## src/rtl/pdm_pkg.sv

```systemverilog
// Constants and carrier types for the power-down mode controller.
// Assumes one clock (ref_clk) and a synchronous active-low reset.
//
// Function
// - Two-bit field selects active, light sleep, regulator-off sleep or deep sleep.
// - A low-power mode starts only on a written go bit, never on field change.
// - Light and regulator-off sleep wake on reset, sleep timer or external interrupt.
// - Deep sleep wakes on reset or external interrupt only, not sleep timer.
// - Modes two and three switch digital regulator off; mode one keeps it on.
package pdm_pkg;

    localparam logic [1:0] PDM_MODE_ACTIVE = 2'h0;
    localparam logic [1:0] PDM_MODE_LIGHT = 2'h1;
    localparam logic [1:0] PDM_MODE_REG_OFF = 2'h2;
    localparam logic [1:0] PDM_MODE_DEEP = 2'h3;

    typedef enum logic [1:0] {
        PDM_ACTIVE,
        PDM_LIGHT,
        PDM_REG_OFF,
        PDM_DEEP
    } pdm_state_t;

    // Software-side control write
    typedef struct packed {
        logic power_down_go;
        logic [1:0] power_mode_select;
    } pdm_ctrl_t;

    // Wake sources
    typedef struct packed {
        logic sleep_timer_irq;
        logic ext_irq;
    } pdm_wake_t;

endpackage

```

## src/rtl/pdm_wake_filter.sv

```systemverilog
// Decides whether the present wake sources end the current state.
// Purely combinational; the top registers the outcome.
`timescale 1ns/1ps
module pdm_wake_filter
    import pdm_pkg::*;
(
    input wire pdm_state_t state,
    input wire pdm_wake_t wake,
    output logic wake_hit
);

    always_comb
    begin
        wake_hit = 1'b0;
        unique case (state)
            PDM_ACTIVE:
            begin
                wake_hit = 1'b0;
            end
            PDM_LIGHT, PDM_REG_OFF:
            begin
                wake_hit = wake.sleep_timer_irq | wake.ext_irq;
            end
            PDM_DEEP:
            begin
                wake_hit = wake.ext_irq;
            end
        endcase
    end

endmodule // pdm_wake_filter

```

## src/rtl/pdm_ctrl.sv

```systemverilog
// Power-down mode controller: holds the chip in a selected low-power mode
// until an allowed wake source arrives. Hardware reset is rst_n itself.
`timescale 1ns/1ps
module pdm_ctrl
    import pdm_pkg::*;
(
    input wire logic ref_clk,
    input wire logic rst_n,
    input wire logic clk_en,
    input wire logic ctrl_wr,
    input wire pdm_ctrl_t ctrl_wdata,
    input wire pdm_wake_t wake_in,
    output logic [1:0] mode_ff,
    output logic sleeping_ff,
    output logic dig_reg_on_ff,
    output logic go_pending_ff,
    output logic wake_pulse_ff
);

    pdm_state_t state_ff;
    pdm_state_t nxt_state;
    logic wake_hit;

    // ----------------------------------------
    // Mode decode
    // ----------------------------------------
    function automatic pdm_state_t decode_mode(input logic [1:0] m);
        unique case (m)
            PDM_MODE_ACTIVE: decode_mode = PDM_ACTIVE;
            PDM_MODE_LIGHT: decode_mode = PDM_LIGHT;
            PDM_MODE_REG_OFF: decode_mode = PDM_REG_OFF;
            PDM_MODE_DEEP: decode_mode = PDM_DEEP;
        endcase
    endfunction

    // Explicit codes, so the output never leans on enum ordering
    function automatic logic [1:0] encode_mode(input pdm_state_t s);
        unique case (s)
            PDM_ACTIVE: encode_mode = PDM_MODE_ACTIVE;
            PDM_LIGHT: encode_mode = PDM_MODE_LIGHT;
            PDM_REG_OFF: encode_mode = PDM_MODE_REG_OFF;
            PDM_DEEP: encode_mode = PDM_MODE_DEEP;
        endcase
    endfunction

    pdm_wake_filter u_wake
    (
        .state(state_ff),
        .wake(wake_in),
        .wake_hit(wake_hit)
    );

    // ----------------------------------------
    // State
    // ----------------------------------------
    always_comb
    begin
        nxt_state = state_ff;
        if (state_ff == PDM_ACTIVE)
        begin
            // Field takes effect only with go; mode 0 with go stays active
            if (ctrl_wr && ctrl_wdata.power_down_go)
                nxt_state = decode_mode(ctrl_wdata.power_mode_select);
        end
        else if (wake_hit)
            nxt_state = PDM_ACTIVE;
    end

    always_ff @(posedge ref_clk)
    begin
        if (!rst_n)
            state_ff <= PDM_ACTIVE;
        else if (clk_en)
            state_ff <= nxt_state;
    end

    // ----------------------------------------
    // Go request: held while asleep, cleared on wake
    // ----------------------------------------
    always_ff @(posedge ref_clk)
    begin
        if (!rst_n)
            go_pending_ff <= 1'b0;
        else if (clk_en)
            go_pending_ff <= (nxt_state != PDM_ACTIVE);
    end

    // ----------------------------------------
    // Outputs
    // ----------------------------------------
    always_ff @(posedge ref_clk)
    begin
        if (!rst_n)
        begin
            mode_ff <= PDM_MODE_ACTIVE;
            sleeping_ff <= 1'b0;
            dig_reg_on_ff <= 1'b1;
            wake_pulse_ff <= 1'b0;
        end
        else if (clk_en)
        begin
            mode_ff <= encode_mode(nxt_state);
            sleeping_ff <= (nxt_state != PDM_ACTIVE);
            // Registers are lost when off; software must reconfigure
            dig_reg_on_ff <= !(nxt_state == PDM_REG_OFF || nxt_state == PDM_DEEP);
            wake_pulse_ff <= (state_ff != PDM_ACTIVE) && wake_hit;
        end
    end
endmodule // pdm_ctrl

```

## config.mk

```make
export PLATFORM = sky130hd
export DESIGN_NAME = pdm_ctrl
export DESIGN_NICKNAME = d
export VERILOG_FILES = /design/src/rtl/pdm_pkg.sv /design/src/rtl/pdm_wake_filter.sv /design/src/rtl/pdm_ctrl.sv
export SDC_FILE = /design/constraint.sdc
export NUM_CORES = 1
export LEC_CHECK = 0
export BUFFER_PORTS_ARGS = -buffer_cell sky130_fd_sc_hd__buf_2
export CAP_MARGIN = 10
export CORE_AREA = 2 2 39 41
export DETAILED_ROUTE_END_ITERATION = 16
export DIE_AREA = 0 0 41 43
export PLACE_DENSITY = 0.56
export SETUP_SLACK_MARGIN = 0.15
export SLEW_MARGIN = 0
export SYNTH_ARGS = -nofsm -noshare
export SYNTH_HDL_FRONTEND = slang
export SYNTH_SLANG_ARGS = --single-unit
```

## constraint.sdc

```tcl
create_clock -name ref_clk -period 1.8 [get_ports ref_clk]
set_input_delay 0 -clock ref_clk [delete_from_list [all_inputs] [get_ports ref_clk]]
set_output_delay 0 -clock ref_clk [all_outputs]
set_load 0.02 [all_outputs]
```

* After elaboration in Yosys (flattened, before gate mapping)
Cells that the tools add are included.
Widths: inputs -> output; s select.
** Cells by class
- Equal/unequal tests :: 9
- Mux-type cells :: 6
- Bitwise logic cells :: 1
- Reduce and logical (&&, ||, !) cells :: 10
** Operators by type and width (count)
- $pmux 2 s4 :: 2
- $eq 2x2->1 const B :: 6
- $eq 2x1->1 const B :: 3
- $logic_not 2->1 :: 3
- $mux 2 :: 3
- $reduce_bool 2->1 :: 2
- $pmux 1 s3 :: 1
- $logic_and 1x1->1 :: 2
- $reduce_or 2->1 :: 1
- $logic_not 1->1 :: 1
- $logic_or 1x1->1 :: 1
- $or 1x1->1 :: 1
** Storage, ports and cells
- Register bits :: 7
- Input bits :: 9
- Output and inout port bits :: 6

* Logic depth before layout (Yosys ltp)
Gate-level depths: netlist of the first run.
- Depth after elaboration :: 8
- Mapped depth :: 6

* By module
A second synthesis of the first run with hierarchy kept.
** Second synthesis, totals
- Cells, all modules :: 37
- Area, all modules :: 315.3 um2
** Modules (own cells, without submodules)
- pdm_ctrl :: instances 1, cells each 30, area an instance 269.0 um2, seq. area each 120.1 um2
- pdm_wake_filter :: instances 1, cells each 7, area an instance 46.3 um2, seq. area each 0.0 um2

* Worst setup path after synthesis of the first run
Ideal clock, no wire load.
- Path kind :: register to register
- Start point :: register state_ff[0]
- End point :: register sleeping_ff
- Library setup time :: 0.120 ns
- Arrival :: 1.273 ns
- Data required time :: 1.680 ns
- Slack :: 0.407 ns
- Stages on the path, launching flop included :: 6
- Clock period less this slack :: 1.393 ns
- Path through :: dfxtp_1 -> inv_1 -> ha_1 -> o31ai_2 -> a21oi_1 -> o31a_1
** On the way
- Cells in the longest elaborated chain, start to end :: 6
** RTL lines
- from (decl) :: RTL line pdm_ctrl.sv:20 : pdm_state_t state_ff;
- from (signal assigned) :: RTL line pdm_ctrl.sv:74 : state_ff <= nxt_state;
- $eq 2x1->1 / $eq 2x2->1 (equally long branches) :: RTL line pdm_wake_filter.sv:15 : unique case (state)
- $reduce_or 2->1 :: RTL line pdm_wake_filter.sv:15
- $pmux 1 s3 :: RTL line pdm_wake_filter.sv:15
- $mux 2 :: RTL line pdm_ctrl.sv:65 : else if (wake_hit)
- $mux 2 (*) :: RTL line pdm_ctrl.sv:59 : if (state_ff == PDM_ACTIVE)
- $reduce_bool 2->1 (*) :: RTL line pdm_ctrl.sv:103 : sleeping_ff <= (nxt_state != PDM_ACTIVE);
- to (signal assigned) :: RTL line pdm_ctrl.sv:103
- to (decl) :: RTL line pdm_ctrl.sv:14 : output logic sleeping_ff,
Every way passes the cells marked *; elsewhere a longest branch is shown, timed or not.
A chain may end at the register's enable or synchronous reset.

* Worst setup path after layout of the first run
- Start point :: register state_ff[0]
- End point :: register dig_reg_on_ff
** On the way
- Cells in the longest elaborated chain, start to end :: 8
** RTL lines
- $eq 2x1->1 / $eq 2x2->1 (equally long branches) :: RTL line pdm_wake_filter.sv:15
- $reduce_or 2->1 :: RTL line pdm_wake_filter.sv:15
- $pmux 1 s3 :: RTL line pdm_wake_filter.sv:15
- $mux 2 :: RTL line pdm_ctrl.sv:65
- $mux 2 (*) :: RTL line pdm_ctrl.sv:59
- $eq 2x2->1 :: RTL line pdm_ctrl.sv:105 : dig_reg_on_ff <= !(nxt_state == PDM_REG_OFF || nxt_state == PDM_DEEP);
- $logic_or 1x1->1 (*) :: RTL line pdm_ctrl.sv:105
- $logic_not 1->1 (*) :: RTL line pdm_ctrl.sv:105
- to (signal assigned) :: RTL line pdm_ctrl.sv:105
- to (decl) :: RTL line pdm_ctrl.sv:15 : output logic dig_reg_on_ff,
Marks and branches as above.

==> results_dict.tcl, run 1 <==
set metrics [dict create \
    synth_compound_area_frac 0.291 \
    clk_pin_slew_ps 40 \
    critPathLaunch "state_ff[0]$_SDFFE_PN0P_" \
    hp-class "in -> reg" \
    drv_cap 0 \
    rsz0062_at_grt "no" \
    slew_headroom 0.819 \
    routed_wl_um 715 \
    postRouteAntennaNets 0 \
    cp_cell_sequence "inv_1 -> ha_1 -> a21oi_1 -> o31ai_2 -> a21oi_1 -> o21ai_1" \
    post-cts-setup-buffers 0 \
    finalCritPeriodShare 0.835 \
    finalMaxSlewViolations 0 \
    postLayoutCellArea_um2 430 \
    post_drt_via_cell_ratio 4.58 \
    yosys_warnings 0 \
    nNetsFinal 68 \
    die_h_um 43 \
    antenna_found_initial 0 \
    synth_area_um2 323 \
    clk_latency_ps 240 \
    cellPowerDensity_nw_per_um2 744 \
    fp.dieW_um 41 \
    grt_max_degree 9 \
    synthSimpleGateAreaFrac 0.190 \
    post-synth-top-area-cell "dfxtp_1" \
    grt_pass1_vias 273 \
    wl_per_cell_um 10.1 \
    crit_path_frequent_cell "a21oi_1" \
    dpl.cell_count 67 \
    worst_hold_slack_ps 112 \
    numPortBuffers 14 \
    critPathMaxFanout 5 \
    ctsHoldBuffers 1 \
    skew_ps 1.49 \
    r2r_start "state_ff[0]$_SDFFE_PN0P_" \
    fillerInstances 166 \
    finalHoldViolations 0 \
    crit_path_top_delay_cell "dfxtp_1" \
    syn_area_per_cell_um2 8.28 \
    finalCriticalPeriod_ps 1500 \
    ys_seq_elements 6 \
    overflow 0 \
    synthMuxAreaShare 0 \
    gp_congestion 0.691 \
    synth_adder_area_share 0.0775 \
    worstSetupEndpointType "flop" \
    clock_path_buffers 2 \
    antenna_cells 0 \
    leakagePower_nw 0.201 \
    syn_nets 50 \
    critical_path_required_ps 1920 \
    critical-path-max-stage-delay_ps 380 \
    endpoint "dig_reg_on_ff$_SDFFE_PN1P_" \
    crit_path_start_kind "flop" \
    rows 14 \
    status "complete, no violations" \
    synth_cell_type_count 16 \
    area_delta_synth_final_pct 33.3 \
    r2r_slack_ps 300 \
    ys_seq_area_frac 0.372 \
    cts.sinks 6 \
    place_hpwl_um 557 \
    drt_iter0_drc 3 \
    tightest_slew_ps 272 \
    ioPinCount 15 \
    start_util 0.233 \
    final_cells 71 \
    peakVddDrop_mv 0.256 \
    cts_tree "built" \
    worstReg2RegEnd "dig_reg_on_ff$_SDFFE_PN1P_" \
    fin_tns_setup_ps 0 \
    dpl_cell_area_um2 398 \
    dieArea_um2 1760 \
    route.detailed.drc 0 \
    synth_top_family_by_area "compound AO/OA/AOI/OAI gates" \
    h-tree-depth 1 \
    synthCells 39 \
    drtPass1Iterations 3 \
    fmax_mhz 665 \
    crit_type "reg -> reg" \
    r2r_cells 6 \
    cts_inserted_buffers 3 \
    cts_root_buf "clkbuf_4" \
    synth.top_cell.area_share 0.372 \
    report.power.total_mw 0.320 \
    crit_arrival_ps 1620 \
    synth_area_leaders "dfxtp_1, ha_1, o21a_1" \
    grtUsageTotal 0.0835 \
    cts_resized 0 \
    setup_viol_count_final 0 \
    vias 325 \
    synth-xor-area-share 0 \
    core-area_um2 1380 \
    grt_first_pass_wirelength_um 959 \
    drive_gt1_frac 0.327 \
]
-- layer usage --
layer | vias to the layer above | GRT usage | share of wire
met5 | - | 0 | 0
met2 | 12 | 0.119 | 0.43
met1 | 144 | 0.0971 | 0.47
li1 | 169 | - | -
met4 | 0 | 0.0600 | 0
met3 | 0 | 0.0314 | 0.094
-- synthesized netlist by cell type --
cell     n
dfxtp_1  6
nor2_1   3
o21ai_0  3
a21oi_1  4
inv_1    2
o31ai_2  1
nor2b_1  3
nand3_1  2
ha_1     2
o21ai_1  1
o31a_1   1
nand2_1  4
buf_4    2
nand4_1  1
o21a_1   3
o211a_1  1
-- state kept, by name, summed over array words and instances (netlist names) --
register	cells
mode_ff	1
wake_pulse_ff	1
dig_reg_on_ff	1
sleeping_ff	1
state_ff	2
-- critical path, delay by kind of cell, from the launching register on --
kind | cells | cell delay, ps
DFF | 1 | 380
AOI/OAI and AO/OA | 4 | 640
buffers and inverters | 1 | 70
adders and majority gates | 1 | 290
-- logic make-up after synthesis --
group / count (synthesis)
and+or+nand+nor: 13
AOI/OAI and AO/OA: 14
DFF: 6
adders and majority gates: 2
buffers and inverters: 4
-- cell type report --
type	count	area [um2]	share of cell area
Clock buffer	3	22.5	0.0523
Inverter	2	7.51	0.0174
Timing Repair Buffer	15	80.1	0.186
Sequential cell	6	120	0.279
Tap cell	16	20.0	0.0465
Multi-Input combinational cell	29	180	0.419
-- power breakdown --
group          switching, mW  internal (mW)  total (mW)
clock network         0.0460         0.0753       0.121
registers            0.00400          0.139       0.144
logic                 0.0319         0.0236      0.0554
-- per-stage QoR --
stage | setup slack, ps | utilization
after floorplan | 407 | -
after global placement | 326 | 0.288
after detailed placement | 290 | 0.288
after CTS | 290 | 0.311
after global routing | 183 | 0.311
final | 297 | 0.311
-- cells in the final DEF, fill, tap and decap left out, drive strengths merged --
master       Yosys  final
a21oi            4      4
buf              2     14
clkbuf           0      3
dfxtp            6      6
dlygate4sd3      0      1
ha               2      2
inv              2      2
nand2            4      4
nand3            2      2
nand4            1      1
nor2             3      3
nor2b            3      3
o211a            1      1
o21a             3      3
o21ai            4      4
o31a             1      1
o31ai            1      1
-- worst min path at each step --
stage	to	startpoint	depth (start not counted)	slack (ps)
3_3_place_gp	dig_reg_on_ff$_SDFFE_PN1P_	rst_n	2	250
2_1_floorplan	dig_reg_on_ff$_SDFFE_PN1P_	rst_n	1	80
3_5_place_dp	dig_reg_on_ff$_SDFFE_PN1P_	rst_n	2	250
5_1_grt	wake_pulse_ff$_SDFFE_PN0P_	clk_en	2	130
6_report	dig_reg_on_ff$_SDFFE_PN1P_	clk_en	3	110
4_1_cts	dig_reg_on_ff$_SDFFE_PN1P_	clk_en	3	100
(Power assumes the default switching activity.)
==> inputs of run 2 (changes only) <==
PLACE_DENSITY = 0.58   (was 0.56)
clock period = 1.2 ns   (was 1.8 ns; I/O delays follow)
==> results_dict.tcl, run 2 (synthesis results as in run 1) <==
set metrics [dict create \
    status "finished with violations" \
    failed_checks "negative setup slack" \
    post_drt_via_cell_ratio 4.39 \
    leakagePower_nw 0.237 \
    area_delta_synth_final_pct 60.5 \
    routed_wl_um 811 \
    clk_pin_slew_ps 40 \
    core-area_um2 1380 \
    crit_arrival_ps 1500 \
    grtUsageTotal 0.115 \
    cp_cell_sequence "inv_2 -> ha_4 -> a21oi_4 -> o31ai_4 -> a21oi_1 -> o31a_1" \
    rows 14 \
    setup_viol_count_final 5 \
    crit_type "reg -> reg" \
    ioPinCount 15 \
    grt_first_pass_wirelength_um 1330 \
    power.switching_mw 0.135 \
    cellPowerDensity_nw_per_um2 991 \
    cts_tree "built" \
    drtPass1Iterations 2 \
    finalHoldViolations 0 \
    h-tree-depth 1 \
    route.detailed.drc 0 \
    dpl.cell_count 71 \
    clock_path_buffers 2 \
    pwr-share-seq 0.419 \
    overflow 0 \
    place_hpwl_um 613 \
    p_comb_frac 0.226 \
    drv_cap 0 \
    slew_headroom 0.824 \
    finalCriticalPeriod_ps 1360 \
    final_cell_mix "buf_2, buf_4, nand2_1, dfxtp_1" \
    finalCritPeriodShare 1.14 \
    critical-path-max-stage-delay_ps 340 \
    gp_congestion 0.741 \
    critPathMaxFanout 3 \
    finalMaxSlewViolations 0 \
    critical_path_required_ps 1330 \
    fin_tns_setup_ps -481 \
    antenna_found_initial 0 \
    drive_gt1_frac 0.508 \
    grt_max_degree 9 \
    grt_pass1_vias 338 \
    clk_latency_ps 240 \
    vias 338 \
    power_frac_clock 0.355 \
    power.internal_mw 0.379 \
    rsz0062_at_grt "yes" \
    dieArea_um2 1760 \
    cts.sinks 6 \
    regMostFlops "state_ff" \
    peakVddDrop_mv 0.419 \
    worst_hold_slack_ps 146 \
    fmax_mhz 733 \
    tightest_slew_ps 263 \
    postRouteAntennaNets 0 \
    skew_ps 2.57 \
    numPortBuffers 14 \
    wl_per_cell_um 10.5 \
    cts_root_buf "clkbuf_4" \
    swShare 0.263 \
    crit_path_start_kind "flop" \
    worstSetupEndpointType "flop" \
    layout_setup_ws_ps -165 \
    final_common_cell "buf_2" \
    fp.dieW_um 41 \
    drt_iter0_drc 1 \
    die_h_um 43 \
    largest_register_ff_count 2 \
    nNetsFinal 74 \
    hp-class "in -> reg" \
    antenna_cells 0 \
    final_cells 77 \
    crit_path_top_delay_cell "dfxtp_2" \
    cts_inserted_buffers 3 \
    post-place-ws_ps -225 \
    start_util 0.233 \
]
## run 2: what timing repair did
| item | in CTS | in global routing |
|---|---|---|
| endpoints found under the setup margin | 6 | 6 |
| hold endpoints to repair | 1 | 0 |
| hold buffers | 1 | 0 |
| buffers inserted | 0 | 2 |
| gates cloned | 0 | 0 |
| resized for setup | 4 | 1 |
| pin swaps | 6 | 1 |
## run 2: power by group through the flow
stage          clock, mW  combinational (mW)  sequential [mW]
4_1_cts            0.196               0.110            0.215
5_1_grt            0.207               0.127            0.216
6_report           0.182               0.116            0.215
3_3_place_gp           0              0.0954            0.219
2_1_floorplan          0              0.0474            0.227
3_5_place_dp           0              0.0978            0.219
## run 2: critical path, delay by kind of cell (launching register included)
family          cells  cell delay [ps]
buf+inv             1               60
fa+ha+maj           1              270
flops               1              340
compound gates      4              600
## run 2: stage by stage
step           power (mW)  utilization  cell area, um2
2_1_floorplan       0.275            -             342
3_3_place_gp        0.314        0.323             447
3_5_place_dp        0.317        0.323             447
4_1_cts             0.522        0.361             499
5_1_grt             0.551        0.374             518
6_report            0.513        0.374             518
## run 2: final timing paths
path	start	end	slack, ps	cells past startpoint
max	state_ff[1]$_SDFFE_PN0P_	sleeping_ff$_SDFFE_PN0P_	-160	6
min	clk_en	dig_reg_on_ff$_SDFFE_PN1P_	150	3
max reg2reg	state_ff[1]$_SDFFE_PN0P_	sleeping_ff$_SDFFE_PN0P_	-160	6
min reg2reg	wake_pulse_ff$_SDFFE_PN0P_	wake_pulse_ff$_SDFFE_PN0P_	490	1
## run 2: layout make-up
cell class / count / area (um2)
tap: 16 / 20.0
sequential: 6 / 123
clock buffer: 3 / 22.5
inverter: 2 / 7.51
multi-input combinational: 29 / 216
timing repair buffer: 21 / 129
fill: 147 / 866
## run 2: per-layer routing
layer | vias up | routed length, um | track usage
li1 | 181 | - | -
met1 | 146 | 377 | 0.129
met2 | 11 | 381 | 0.169
met3 | 0 | 53 | 0.0628
met4 | 0 | 0 | 0.0600
met5 | - | 0 | 0
==> inputs of run 3 (changes only) <==
PLACE_DENSITY = 0.57   (was 0.58)
SYNTH_HIERARCHICAL = 1   (was default)
==> results_dict.tcl, run 3 <==
set metrics [dict create \
    critical_path_required_ps 1330 \
    nNetsFinal 69 \
    cts_inserted_buffers 3 \
    synth_cell_type_count 19 \
    dieArea_um2 1760 \
    failed_checks "negative setup slack" \
    grt_first_pass_wirelength_um 1180 \
    drt_iter0_drc 3 \
    cts.sinks 6 \
    rsz0062_at_grt "yes" \
    yosys_warnings 6 \
    post-place-ws_ps -264 \
    fmax_mhz 718 \
    route.detailed.drc 0 \
    worst_hold_slack_ps 34.0 \
    cts_root_buf "clkbuf_4" \
    ctsHoldBuffers 0 \
    synthTopCellsByCount "dfxtp_1, inv_1, o21ai_0" \
    crit_arrival_ps 1530 \
    synth.most_common_cell "dfxtp_1" \
    numPortBuffers 14 \
    critPathMaxFanout 3 \
    die_h_um 43 \
    synth_edf_count 0 \
    hp-class "in -> reg" \
    vias 325 \
    rows 14 \
    layout_setup_ws_ps -193 \
    final_cell_mix "buf_2, buf_4, dfxtp_1" \
    status "finished with violations" \
    setup_viol_count_final 6 \
    clk_latency_ps 240 \
    syn_area_per_cell_um2 8.52 \
    finalCritPeriodShare 1.16 \
    wl_per_cell_um 10.5 \
    ioPinCount 15 \
    h-tree-depth 1 \
    cp_cell_sequence "inv_2 -> ha_4 -> o21ai_2 -> a21oi_2 -> or2b_1 -> a31o_1" \
    grtUsageTotal 0.102 \
    fp.dieW_um 41 \
    drtPass1Iterations 4 \
    cts_tree "built" \
    postRouteAntennaNets 0 \
    finalMaxSlewViolations 0 \
    routed_wl_um 755 \
    cellPowerDensity_nw_per_um2 1040 \
    antenna_cells 0 \
    regMostFlops "mode_ff" \
    crit_path_start_kind "flop" \
    slew_headroom 0.876 \
    post_drt_via_cell_ratio 4.51 \
    place_hpwl_um 526 \
    core-area_um2 1380 \
    syn_nets 48 \
    worstSetupEndpointType "flop" \
    leakagePower_nw 0.209 \
    synth.top_cell.area_share 0.381 \
    largest_register_ff_count 2 \
    post-synth-top-area-cell "dfxtp_1" \
    overflow 0 \
    ys_seq_elements 6 \
    start_util 0.228 \
    critical-path-max-stage-delay_ps 340 \
    ys_seq_area_frac 0.381 \
    tightest_slew_ps 186 \
    finalHoldViolations 0 \
    antenna_found_initial 0 \
    crit_type "reg -> reg" \
    skew_ps 2.19 \
    clock_path_buffers 2 \
    r2r_slack_ps -190 \
    cp_top_family "compound AO/OA/AOI/OAI gates" \
    grt_max_degree 11 \
    drv_cap 0 \
    hold_start "rst_n" \
    drive_gt1_frac 0.589 \
    crit_buf_inv 1 \
    finalCriticalPeriod_ps 1390 \
    synth_area_leaders "dfxtp_1, ha_1, o21ai_0" \
    r2r_start "mode_ff[0]$_SDFFE_PN0P_" \
    gp_congestion 0.731 \
    crit_path_top_delay_cell "dfxtp_2" \
    synthCells 37 \
    async_flop_share 0 \
    synthFlopType "dfxtp_1" \
    area_delta_synth_final_pct 50.8 \
    synth_area_um2 315 \
    critPathLaunch "mode_ff[0]$_SDFFE_PN0P_" \
    clk_pin_slew_ps 50 \
    final_common_cell "buf_2" \
    grt_pass1_vias 301 \
    fillerInstances 145 \
    peakVddDrop_mv 0.421 \
]
-- run 3: cell count changes after synthesis, sizes merged, moves of 2 or more --
cell	previous run	this run
inv	2	4
a21oi	4	2
a32oi	0	2
nand3	2	0
o21a	3	1
nor2	3	1
-- run 3: metal layers --
layer / GRT usage / wire (um)
met1: 0.142 / 367
met2: 0.131 / 320
met3: 0.0314 / 67
met4: 0.0600 / 0
met5: 0 / 0
-- run 3: worst register-to-register path: stages (launching register included) --
cell and delay, ps:
dfxtp_2 340, inv_2 50, ha_4 210, o21ai_2 140, a21oi_2 90, or2b_1 250, a31o_1 200
-- run 3: cell type report --
| type | count | area (um2) | area share |
|---|---|---|---|
| clock buffer | 3 | 22.5 | 0.0474 |
| inverter | 4 | 15.0 | 0.0316 |
| multi-input combinational | 24 | 188 | 0.395 |
| sequential | 6 | 123 | 0.258 |
| tap | 16 | 20.0 | 0.0421 |
| timing repair buffer | 19 | 108 | 0.226 |
-- run 3: final timing paths --
path	end	cells after the start
hold reg to reg	sleeping_ff$_SDFFE_PN0P_	2
setup reg to reg	dig_reg_on_ff$_SDFFE_PN1P_	6
hold / removal	wake_pulse_ff$_SDFFE_PN0P_	2
setup / recovery	dig_reg_on_ff$_SDFFE_PN1P_	6
-- run 3: logic make-up (layout without fill, tap and decap cells) --
kind of cell | Yosys count | count (layout) | share of synthesized area
buf+inv | 7 | 26 | 0.111
compound gates | 13 | 13 | 0.258
simple gates | 9 | 9 | 0.171
flops | 6 | 6 | 0.381
fa+ha+maj | 2 | 2 | 0.0794
-- run 3: metrics by stage --
stage	power, mW	setup TNS [ps]	instances	cell area, um2	utilization
3_5_place_dp	0.298	-1100	68	418	0.302
3_3_place_gp	0.299	-869	68	418	0.302
5_1_grt	0.528	-1180	72	475	0.344
2_1_floorplan	0.268	-645	37	318	-
4_1_cts	0.500	-641	72	470	0.340
6_report	0.494	-698	72	475	0.344
-- run 3: report_power, final --
group / total (mW) / switching (mW) / internal (mW)
Combinational: 0.0923 / 0.0484 / 0.0438
Sequential: 0.215 / 0.00523 / 0.210
Clock: 0.187 / 0.0736 / 0.113
Total: 0.494 / 0.127 / 0.367
-- run 3: what timing repair did --
item / 4_1_cts / 5_1_grt
resized for setup: 7 / 2
pin swaps: 7 / 3
endpoints found under the setup margin: 6 / 6
buffers inserted: 1 / 0
